==> src/core/spicr_pkg.sv <==
// Constants, state codes and CRC helpers shared by the serial command port.
package spicr_pkg;

    // Clock period of the local logic clock, in nanoseconds.
    localparam int CLK_PERIOD_NS = 5;

    // Longest completion time of a direct command, and its cycle count.
    localparam int CMD_TIME_US = 50;
    localparam int CMD_CYC     = (CMD_TIME_US * 1000) / CLK_PERIOD_NS;

    // Fill time of the subcommand buffer, and its cycle count.
    localparam int SUB_FILL_US  = 200;
    localparam int SUB_FILL_CYC = (SUB_FILL_US * 1000) / CLK_PERIOD_NS;

    // Width of the timing counters; both counts fit below 2**16.
    localparam int TMR_W = 16;

    // Frame lengths in link clock edges.
    localparam logic [5:0] BITS_NO_CRC = 6'h10;
    localparam logic [5:0] BITS_CRC    = 6'h18;
    localparam logic [5:0] BITS_MAX    = 6'h3F;

    // CRC polynomial x^8 + x^2 + x + 1 and its start value.
    localparam logic [7:0] CRC_POLY = 8'h07;
    localparam logic [7:0] CRC_INIT = 8'h00;

    // Reserved response patterns.
    localparam logic [15:0] RESP_ONES    = 16'hFFFF;
    localparam logic [7:0]  CRC_BAD_RESP = 8'hAA;
    localparam logic [7:0]  CRC_STALE    = 8'h00;
    localparam logic [7:0]  CRC_OSC_OFF  = 8'hFF;

    // Direction bit codes.
    localparam logic RW_READ  = 1'b0;
    localparam logic RW_WRITE = 1'b1;

    // Subcommand buffer address window.
    localparam logic [6:0] SUB_ADDR_LO = 7'h40;
    localparam logic [6:0] SUB_ADDR_HI = 7'h5F;

    // Reset levels of the synchronised link inputs: clock, select, data.
    localparam logic [2:0] LINK_IDLE = 3'h2;

    // What the outgoing buffer currently holds.
    typedef enum logic [2:0] {
        OB_STALE  = 3'b001,
        OB_CRCERR = 3'b010,
        OB_VALID  = 3'b100
    } spicr_kind_e;

    // Bit-serial CRC over two bytes, most significant bit first.
    function automatic logic [7:0] spicr_crc8(input logic [15:0] d);
        logic [7:0] c;
        logic       fb;
        c  = CRC_INIT;
        fb = 1'b0;
        for (int i = 15; i >= 0; i--) begin
            fb = c[7] ^ d[i];
            c  = {c[6:0], 1'b0} ^ (fb ? CRC_POLY : 8'h00);
        end
        return c;
    endfunction : spicr_crc8

    // True for addresses inside the subcommand buffer window.
    function automatic logic spicr_sub_range(input logic [6:0] a);
        return (a >= SUB_ADDR_LO) && (a <= SUB_ADDR_HI);
    endfunction : spicr_sub_range

endpackage : spicr_pkg

==> src/core/spicr_port.sv <==
// Responder side of the serial command port with optional CRC and one-late responses.
`timescale 1ns/10ps

// Operation
// First byte: direction bit, 7-bit address, MSB first.
// Write frames carry data as second byte.
// Read frames ignore second byte except CRC.
// Controller appends CRC over first two bytes.
// Good CRC passes bytes to incoming buffer.
// Bad CRC: discard, respond 0xFFFF then 0xAA.
// Shift out outgoing buffer while shifting in.
// Unrefreshed buffer returns 0xFFFF then 0x00.
// Processed write is echoed next transaction.
// Read reply holds direction, address, data.
// Reply CRC computed over outgoing buffer bytes.
// Direct commands complete within 50 microseconds.
// Subcommand buffer not served while filling.
// Loaded subcommand buffer served byte by byte.
// Controller retries after all-ones response.
// Controller resends after 0xFFFFAA response.
// Controller retries or waits after 0xFFFF00.
// Clock idles low, sample first edge.
// Frames are 16 or 24 bits; else error.
// CRC polynomial x^8 + x^2 + x + 1.
// Oscillator off: all-ones for whole frame.
// CRC starts from zero every transaction.
module spicr_port #(
    parameter int CMD_CYC  = spicr_pkg::CMD_CYC,
    parameter int SUB_CYC  = spicr_pkg::SUB_FILL_CYC
) (
    input  wire logic       clk,
    input  wire logic       nrst,
    input  wire logic       sclk,
    input  wire logic       cs_n,
    input  wire logic       mosi,
    output logic            miso,
    output logic            miso_oe,
    input  wire logic       crc_en,
    input  wire logic       osc_ready,
    output logic            in_valid,
    output logic            in_rw,
    output logic [6:0]      in_addr,
    output logic [7:0]      in_data,
    input  wire logic       out_load,
    input  wire logic       out_rw,
    input  wire logic [6:0] out_addr,
    input  wire logic [7:0] out_data,
    input  wire logic       sub_fill_start,
    output logic            sub_busy,
    output logic            cmd_late,
    output logic            frame_err,
    output logic            crc_err
);

    logic                     s_sclk;
    logic                     s_cs_n;
    logic                     s_mosi;
    logic                     prev_sclk;
    logic                     prev_cs_n;
    logic                     cs_start;
    logic                     cs_end;
    logic                     sclk_rise;
    logic                     sclk_fall;
    logic [23:0]              rx_sh;
    logic [23:0]              tx_sh;
    logic [5:0]               bit_cnt;
    logic                     frame_live;
    logic                     crc_en_lat;
    logic [23:0]              tx_compose;
    logic [5:0]               frame_len;
    logic [15:0]              rx_hdr;
    logic                     len_bad;
    logic                     crc_bad;
    logic                     load_ok;
    spicr_pkg::spicr_kind_e   ob_kind;
    logic [15:0]              ob_word;
    logic [spicr_pkg::TMR_W-1:0] cmd_cnt;
    logic                     cmd_wait;
    logic [spicr_pkg::TMR_W-1:0] sub_cnt;

    logic                     next_prev_sclk;
    logic                     next_prev_cs_n;
    logic [23:0]              next_rx_sh;
    logic [23:0]              next_tx_sh;
    logic [5:0]               next_bit_cnt;
    logic                     next_frame_live;
    logic                     next_crc_en_lat;
    logic                     next_miso;
    logic                     next_miso_oe;
    logic                     next_in_valid;
    logic                     next_in_rw;
    logic [6:0]               next_in_addr;
    logic [7:0]               next_in_data;
    logic                     next_frame_err;
    logic                     next_crc_err;
    spicr_pkg::spicr_kind_e   next_ob_kind;
    logic [15:0]              next_ob_word;
    logic [spicr_pkg::TMR_W-1:0] next_cmd_cnt;
    logic                     next_cmd_wait;
    logic                     next_cmd_late;
    logic [spicr_pkg::TMR_W-1:0] next_sub_cnt;
    logic                     next_sub_busy;

    // Link pins come from another clock domain and are filtered before use.
    spicr_sync #(
        .W   (3),
        .RST (spicr_pkg::LINK_IDLE)
    ) u_sync (
        .clk  (clk),
        .nrst (nrst),
        .din  ({sclk, cs_n, mosi}),
        .dout ({s_sclk, s_cs_n, s_mosi})
    );

    // Edge events of the filtered link; clock edges count only inside a frame.
    assign cs_start  = prev_cs_n & ~s_cs_n;
    assign cs_end    = ~prev_cs_n & s_cs_n;
    assign sclk_rise = s_sclk & ~prev_sclk & ~s_cs_n;
    assign sclk_fall = ~s_sclk & prev_sclk & ~s_cs_n;

    // Frame checks at the rising select edge.
    assign frame_len = crc_en_lat ? spicr_pkg::BITS_CRC : spicr_pkg::BITS_NO_CRC;
    assign rx_hdr    = crc_en_lat ? rx_sh[23:8] : rx_sh[15:0];
    assign len_bad   = (bit_cnt != frame_len);
    assign crc_bad   = crc_en_lat && (spicr_pkg::spicr_crc8(rx_sh[23:8]) != rx_sh[7:0]);

    // A load into the subcommand window is held off while that buffer fills.
    assign load_ok = out_load && !(sub_busy && spicr_pkg::spicr_sub_range(out_addr));

    // Response word for the frame now starting; reserved patterns override the buffer.
    always_comb begin
        case (ob_kind)
            spicr_pkg::OB_VALID: begin
                tx_compose = {ob_word, spicr_pkg::spicr_crc8(ob_word)};
            end
            spicr_pkg::OB_CRCERR: begin
                tx_compose = {spicr_pkg::RESP_ONES, spicr_pkg::CRC_BAD_RESP};
            end
            default: begin
                tx_compose = {spicr_pkg::RESP_ONES, spicr_pkg::CRC_STALE};
            end
        endcase
        if (!osc_ready) begin
            tx_compose = {spicr_pkg::RESP_ONES, spicr_pkg::CRC_OSC_OFF};
        end
    end

    // Shift engine: sample on the rising link clock, change output on the falling one.
    always_comb begin
        next_prev_sclk  = s_sclk;
        next_prev_cs_n  = s_cs_n;
        next_rx_sh      = rx_sh;
        next_tx_sh      = tx_sh;
        next_bit_cnt    = bit_cnt;
        next_frame_live = frame_live;
        next_crc_en_lat = crc_en_lat;
        next_miso       = miso;
        next_miso_oe    = miso_oe;
        next_in_valid   = 1'b0;
        next_in_rw      = in_rw;
        next_in_addr    = in_addr;
        next_in_data    = in_data;
        next_frame_err  = 1'b0;
        next_crc_err    = 1'b0;
        if (cs_start) begin
            next_rx_sh      = 24'h000000;
            next_bit_cnt    = 6'h00;
            next_tx_sh      = tx_compose;
            next_miso       = tx_compose[23];
            next_miso_oe    = 1'b1;
            next_frame_live = osc_ready;
            next_crc_en_lat = crc_en;
        end else if (!s_cs_n) begin
            if (sclk_rise) begin
                next_rx_sh = {rx_sh[22:0], s_mosi};
                if (bit_cnt != spicr_pkg::BITS_MAX) begin
                    next_bit_cnt = bit_cnt + 6'h01;
                end
            end
            if (sclk_fall) begin
                next_tx_sh = {tx_sh[22:0], 1'b1};
                next_miso  = tx_sh[22];
            end
        end
        if (cs_end) begin
            next_miso    = 1'b0;
            next_miso_oe = 1'b0;
            // A frame begun with the oscillator off is answered but never acted on.
            if (frame_live) begin
                if (len_bad) begin
                    next_frame_err = 1'b1;
                end else if (crc_bad) begin
                    next_crc_err = 1'b1;
                end else begin
                    next_in_valid = 1'b1;
                    next_in_rw    = rx_hdr[15];
                    next_in_addr  = rx_hdr[14:8];
                    // The second byte only means something on a write.
                    next_in_data  = (rx_hdr[15] == spicr_pkg::RW_WRITE) ? rx_hdr[7:0] : 8'h00;
                end
            end
        end
    end

    always_ff @(posedge clk) begin
        if (!nrst) begin
            prev_sclk  <= 1'b0;
            prev_cs_n  <= 1'b1;
            rx_sh      <= 24'h000000;
            tx_sh      <= 24'hFFFFFF;
            bit_cnt    <= 6'h00;
            frame_live <= 1'b0;
            crc_en_lat <= 1'b0;
            miso       <= 1'b0;
            miso_oe    <= 1'b0;
            in_valid   <= 1'b0;
            in_rw      <= 1'b0;
            in_addr    <= 7'h00;
            in_data    <= 8'h00;
            frame_err  <= 1'b0;
            crc_err    <= 1'b0;
        end else begin
            prev_sclk  <= next_prev_sclk;
            prev_cs_n  <= next_prev_cs_n;
            rx_sh      <= next_rx_sh;
            tx_sh      <= next_tx_sh;
            bit_cnt    <= next_bit_cnt;
            frame_live <= next_frame_live;
            crc_en_lat <= next_crc_en_lat;
            miso       <= next_miso;
            miso_oe    <= next_miso_oe;
            in_valid   <= next_in_valid;
            in_rw      <= next_in_rw;
            in_addr    <= next_in_addr;
            in_data    <= next_in_data;
            frame_err  <= next_frame_err;
            crc_err    <= next_crc_err;
        end
    end

    // Outgoing buffer: consumed at each frame start, a load from the logic wins over that.
    always_comb begin
        next_ob_kind = ob_kind;
        next_ob_word = ob_word;
        if (cs_start) begin
            next_ob_kind = spicr_pkg::OB_STALE;
        end
        if (cs_end && frame_live && !len_bad && crc_bad) begin
            next_ob_kind = spicr_pkg::OB_CRCERR;
            next_ob_word = spicr_pkg::RESP_ONES;
        end
        if (load_ok) begin
            next_ob_kind = spicr_pkg::OB_VALID;
            next_ob_word = {out_rw, out_addr, out_data};
        end
    end

    always_ff @(posedge clk) begin
        if (!nrst) begin
            ob_kind <= spicr_pkg::OB_STALE;
            ob_word <= 16'hFFFF;
        end else begin
            ob_kind <= next_ob_kind;
            ob_word <= next_ob_word;
        end
    end

    // Command watchdog: flags a command that the logic has not answered in time.
    always_comb begin
        next_cmd_cnt  = cmd_cnt;
        next_cmd_wait = cmd_wait;
        next_cmd_late = 1'b0;
        if (in_valid) begin
            next_cmd_cnt  = spicr_pkg::TMR_W'(CMD_CYC - 1);
            next_cmd_wait = 1'b1;
        end else if (load_ok) begin
            next_cmd_wait = 1'b0;
        end else if (cmd_wait) begin
            if (cmd_cnt == '0) begin
                next_cmd_late = 1'b1;
                next_cmd_wait = 1'b0;
            end else begin
                next_cmd_cnt = cmd_cnt - 1'b1;
            end
        end
    end

    always_ff @(posedge clk) begin
        if (!nrst) begin
            cmd_cnt  <= '0;
            cmd_wait <= 1'b0;
            cmd_late <= 1'b0;
        end else begin
            cmd_cnt  <= next_cmd_cnt;
            cmd_wait <= next_cmd_wait;
            cmd_late <= next_cmd_late;
        end
    end

    // Subcommand fill timer; reads of the window stay stale until it runs out.
    always_comb begin
        next_sub_cnt  = sub_cnt;
        next_sub_busy = sub_busy;
        if (sub_fill_start) begin
            next_sub_cnt  = spicr_pkg::TMR_W'(SUB_CYC - 1);
            next_sub_busy = 1'b1;
        end else if (sub_busy) begin
            if (sub_cnt == '0) begin
                next_sub_busy = 1'b0;
            end else begin
                next_sub_cnt = sub_cnt - 1'b1;
            end
        end
    end

    always_ff @(posedge clk) begin
        if (!nrst) begin
            sub_cnt  <= '0;
            sub_busy <= 1'b0;
        end else begin
            sub_cnt  <= next_sub_cnt;
            sub_busy <= next_sub_busy;
        end
    end
endmodule : spicr_port

==> src/core/spicr_sync.sv <==
// Three-stage input synchroniser that accepts a change once stages two and three agree.
`timescale 1ns/10ps

module spicr_sync #(
    parameter int         W   = 3,
    parameter logic [2:0] RST = 3'h0
) (
    input  wire logic         clk,
    input  wire logic         nrst,
    input  wire logic [W-1:0] din,
    output logic      [W-1:0] dout
);

    logic [W-1:0] ff1;
    logic [W-1:0] ff2;
    logic [W-1:0] ff3;
    logic [W-1:0] next_dout;

    // A bit follows only when the last two stages agree, so a late first stage never glitches it.
    always_comb begin
        for (int i = 0; i < W; i++) begin
            next_dout[i] = (ff2[i] == ff3[i]) ? ff3[i] : dout[i];
        end
    end

    // The first stage feeds only the second stage.
    always_ff @(posedge clk) begin
        if (!nrst) begin
            ff1  <= RST[W-1:0];
            ff2  <= RST[W-1:0];
            ff3  <= RST[W-1:0];
            dout <= RST[W-1:0];
        end else begin
            ff1  <= din;
            ff2  <= ff1;
            ff3  <= ff2;
            dout <= next_dout;
        end
    end

endmodule : spicr_sync

==> config.mk <==
export PLATFORM = sky130hd
export DESIGN_NAME = spicr_port
export DESIGN_NICKNAME = d
export VERILOG_FILES = /design/src/core/spicr_pkg.sv /design/src/core/spicr_port.sv /design/src/core/spicr_sync.sv
export SDC_FILE = /design/constraint.sdc
export NUM_CORES = 1
export LEC_CHECK = 0
export BUFFER_PORTS_ARGS = -buffer_cell sky130_fd_sc_hd__buf_2
export CAP_MARGIN = 10
export CORE_UTILIZATION = 63
export CTS_CLUSTER_DIAMETER = 200
export DETAILED_ROUTE_END_ITERATION = 8
export GPL_ROUTABILITY_DRIVEN = 0
export HOLD_SLACK_MARGIN = 0.1
export PLACE_DENSITY = 0.82
export SETUP_SLACK_MARGIN = 0.1
export SLEW_MARGIN = 40
export SYNTH_ARGS = -nofsm -noshare
export SYNTH_HDL_FRONTEND = slang
export SYNTH_SLANG_ARGS = --single-unit
==> constraint.sdc <==
create_clock -name clk -period 6.45 [get_ports clk]
set_input_delay 0.645 -clock clk [delete_from_list [all_inputs] [get_ports clk]]
set_output_delay 0.645 -clock clk [all_outputs]
set_load 0.005 [all_outputs]
==> results.toml <==
[outcome]
status = "completed"

[clock_tree]
cts_tree = "yes"
clockBufferDepth = 2
path_clk_slew_ns = 0.06
holdBufCountCts = 0
numCtsBuffers = 17
post_cts_buffers = 0
cts_sinks = 144
htree_levels = 4
clock_latency_ns = 0.54
cts_resized = 0
root_buffer = "clkbuf_8"

[routing]
viasPerCell = 5.89
postRouteAntennaNets = 0
drc = 0
drtIter0Drc = 355
drt-total-wl_um = 14800
routed-via-count = 5516
drt-pass1-iter-count = 5
avgRoutedWirePerCell_um = 15.8

[logic_synthesis]
yosysTopAreaCell = "dfxtp_1"
ys_types = 61
synth_edf_count = 0
synth.top_cells.by_area = "dfxtp_1 (42%), nand2_1 (6.3%), xnor3_1 (5.6%), xnor2_1 (5.2%), a21oi_1 (4.3%)"
synthCells = 768
yosysSeqAreaShare_pct = 42.0
synth_fp_nets = 798
synth_area_um2 = 6870
synth_seq_cells = 144
synth_area_per_cell_um2 = 8.94
ys_warn_count = 0
synthDominantCellAreaShare_pct = 42.0
async_flop_share_pct = 0
synth_top_flop_cell = "dfxtp_1"

[global_route]
grt_usage_pct = 27.6
grt_pass1_vias = 5235
antenna_found_initial = 0
grt_overflow = 0
grt_max_degree = 83
grt_pass1_wl_um = 24500

[cells_and_area]
drive_gt1_share_pct = 13.0
multi_input_area_um2 = 3680
antenna_cells = 0
nFillCells = 764
finalNetCount = 818
final_util_pct = 73.6
fin_cells = 937
syn_to_final_growth_pct = 12.1
seq_area_um2 = 2880

[sta]
period_needed_ns = 2.95
relSlewSlack_pct = 46.0
worstMarginPinSlew_ns = 0.809
fin_ws_ns = 3.50
fmax_mhz = 339
skew_ns = 0.00702
setup_viol = 0
timing.setup.tns_ns = 0
slew_viol_final = 0
rsz0062_at_grt = "false"
hold_viol_final = 0
fin_crit_sh_pct = 45.7

[hold_path]
min_path_type = "input port to flip-flop"
min-delay-start = "cs_n"

[placed_design]
post-place-ws_ns = 3.06
dp_hpwl_um = 9980
io_buffers = 47
placed_cells_incl_taps = 905

[worst_setup_path]
cp-startpoint = "nrst"
worstReg2RegStart = "rx_sh[23]"
crit_arrival_ns = 3.41
crit_type = "input port to flip-flop"
setup.worst_path.end_class = "flip-flop"
crit_fanout = 82
start_kind = "input port"
cp.required_ns = 6.91

[power]
irDropWorstVdd_mv = 0.227
power_density_nw_per_um2 = 261
leakage_nw = 3.20

[job]
cap_viol_max_count = 0

[die]
std_cell_rows = 37
die_h_um = 106
pin_count = 48
dieArea_um2 = 11300
die_width_um = 106
core_um2 = 10500
start_util_pct = 65.6
==> registers in the layout, summed over array words and instances (netlist names), 6 cells and up <==
name	flops
tx_sh	23
in_addr	7
cmd_cnt	16
sub_cnt	16
rx_sh	24
bit_cnt	6
ob_word	16
in_data	8
==> routing by layer <==
layer	share of wire (%)	global-route usage [%]	vias to the layer above	wire length, µm
li1	-	-	2700	-
met1	44	34.4	2632	6520
met2	49	46.3	156	7290
met3	4.8	6.13	28	712
met4	1.8	11.0	0	267
met5	0	0	-	0
==> cells in the final DEF (no fill, tap or decap), drive strengths merged, types with 16 or more instances in the layout <==
cell and count:
dfxtp 144, nand2 116, xor2 30, o21ai 24, buf 53, o22ai 16, xnor3 17, clkbuf 17
nor2 47, nor3 21, o211ai 24, a21oi 60, mux2i 16, inv 37, xnor2 43
==> synthesized netlist by cell type, types with 2 or more instances <==
master	number
o21ai_0	12
clkinv_1	2
clkbuf_1	43
o21a_1	4
dfxtp_1	144
o211ai_1	24
a32oi_1	15
o21ai_1	12
mux2_2	5
ha_1	5
nor2_1	47
xnor3_1	17
buf_1	2
a31oi_1	4
o22ai_1	16
a221o_1	2
xnor2_1	41
nand3b_1	5
and2_1	10
nor4_1	5
xor3_1	2
xor2_1	30
and3_1	3
nor4bb_1	3
nor3_1	20
mux2i_1	16
nand4_1	5
inv_1	28
buf_2	5
o31ai_1	2
nand2b_1	15
nor2b_1	5
or3_1	3
a21oi_1	59
or4_1	4
buf_6	2
xnor2_2	2
nand4b_1	3
nand2_1	116
nand3_1	9
==> final timing paths <==
kind | slack, ns | end | depth (start not counted)
max | 3.50 | in_data[4] | 7
min | 0.30 | u_sync.ff1[1] | 2
max reg2reg | 3.67 | ob_word[0] | 6
min reg2reg | 0.43 | u_sync.ff2[1] | 1
==> layout make-up <==
class,instances,area share [%]
Inverter,30,1.46
Sequential cell,144,37.5
Timing Repair Buffer,53,3.64
Multi-Input combinational cell,542,47.9
Tap cell,136,2.21
Clock inverter,15,1.97
Clock buffer,17,5.38
==> through the flow <==
step	area (µm²)	hold WS [ns]	power, mW
after CTS	7690	0.280	2.02
final	7700	0.301	2.00
after global routing	7700	0.291	2.07
after global placement	7110	0.398	1.08
after floorplan	6870	0.386	1.05
after detailed placement	7130	0.418	1.09
==> logic make-up (layout without fill, tap and decap cells) <==
logic type	Yosys count	count (layout)	synth area share, %
AO/OA/AOI/OAI	162	162	15.1
XOR/XNOR	92	92	15.8
adder cells (fa/ha/maj)	5	5	0.911
buffers and inverters	82	115	4.79
flip-flops	144	144	42.0
multiplexers	22	22	3.32
AND/OR/NAND/NOR	261	261	18.1
==> critical path: stages <==
cell and delay (ns):
buf_2 0.07, buf_4 0.61, clkinv_1 0.79, buf_4 0.46, a21oi_1 0.46, nand2_1 0.12, mux2i_1 0.18
==> report_power, final <==
part | total [mW] | internal, mW | leakage [nW] | switching [mW]
clock | 0.934 | 0.525 | 0.275 | 0.409
combinational | 0.144 | 0.0727 | 1.76 | 0.0711
sequential | 0.927 | 0.906 | 1.17 | 0.0209
(Power assumes the default switching activity.)
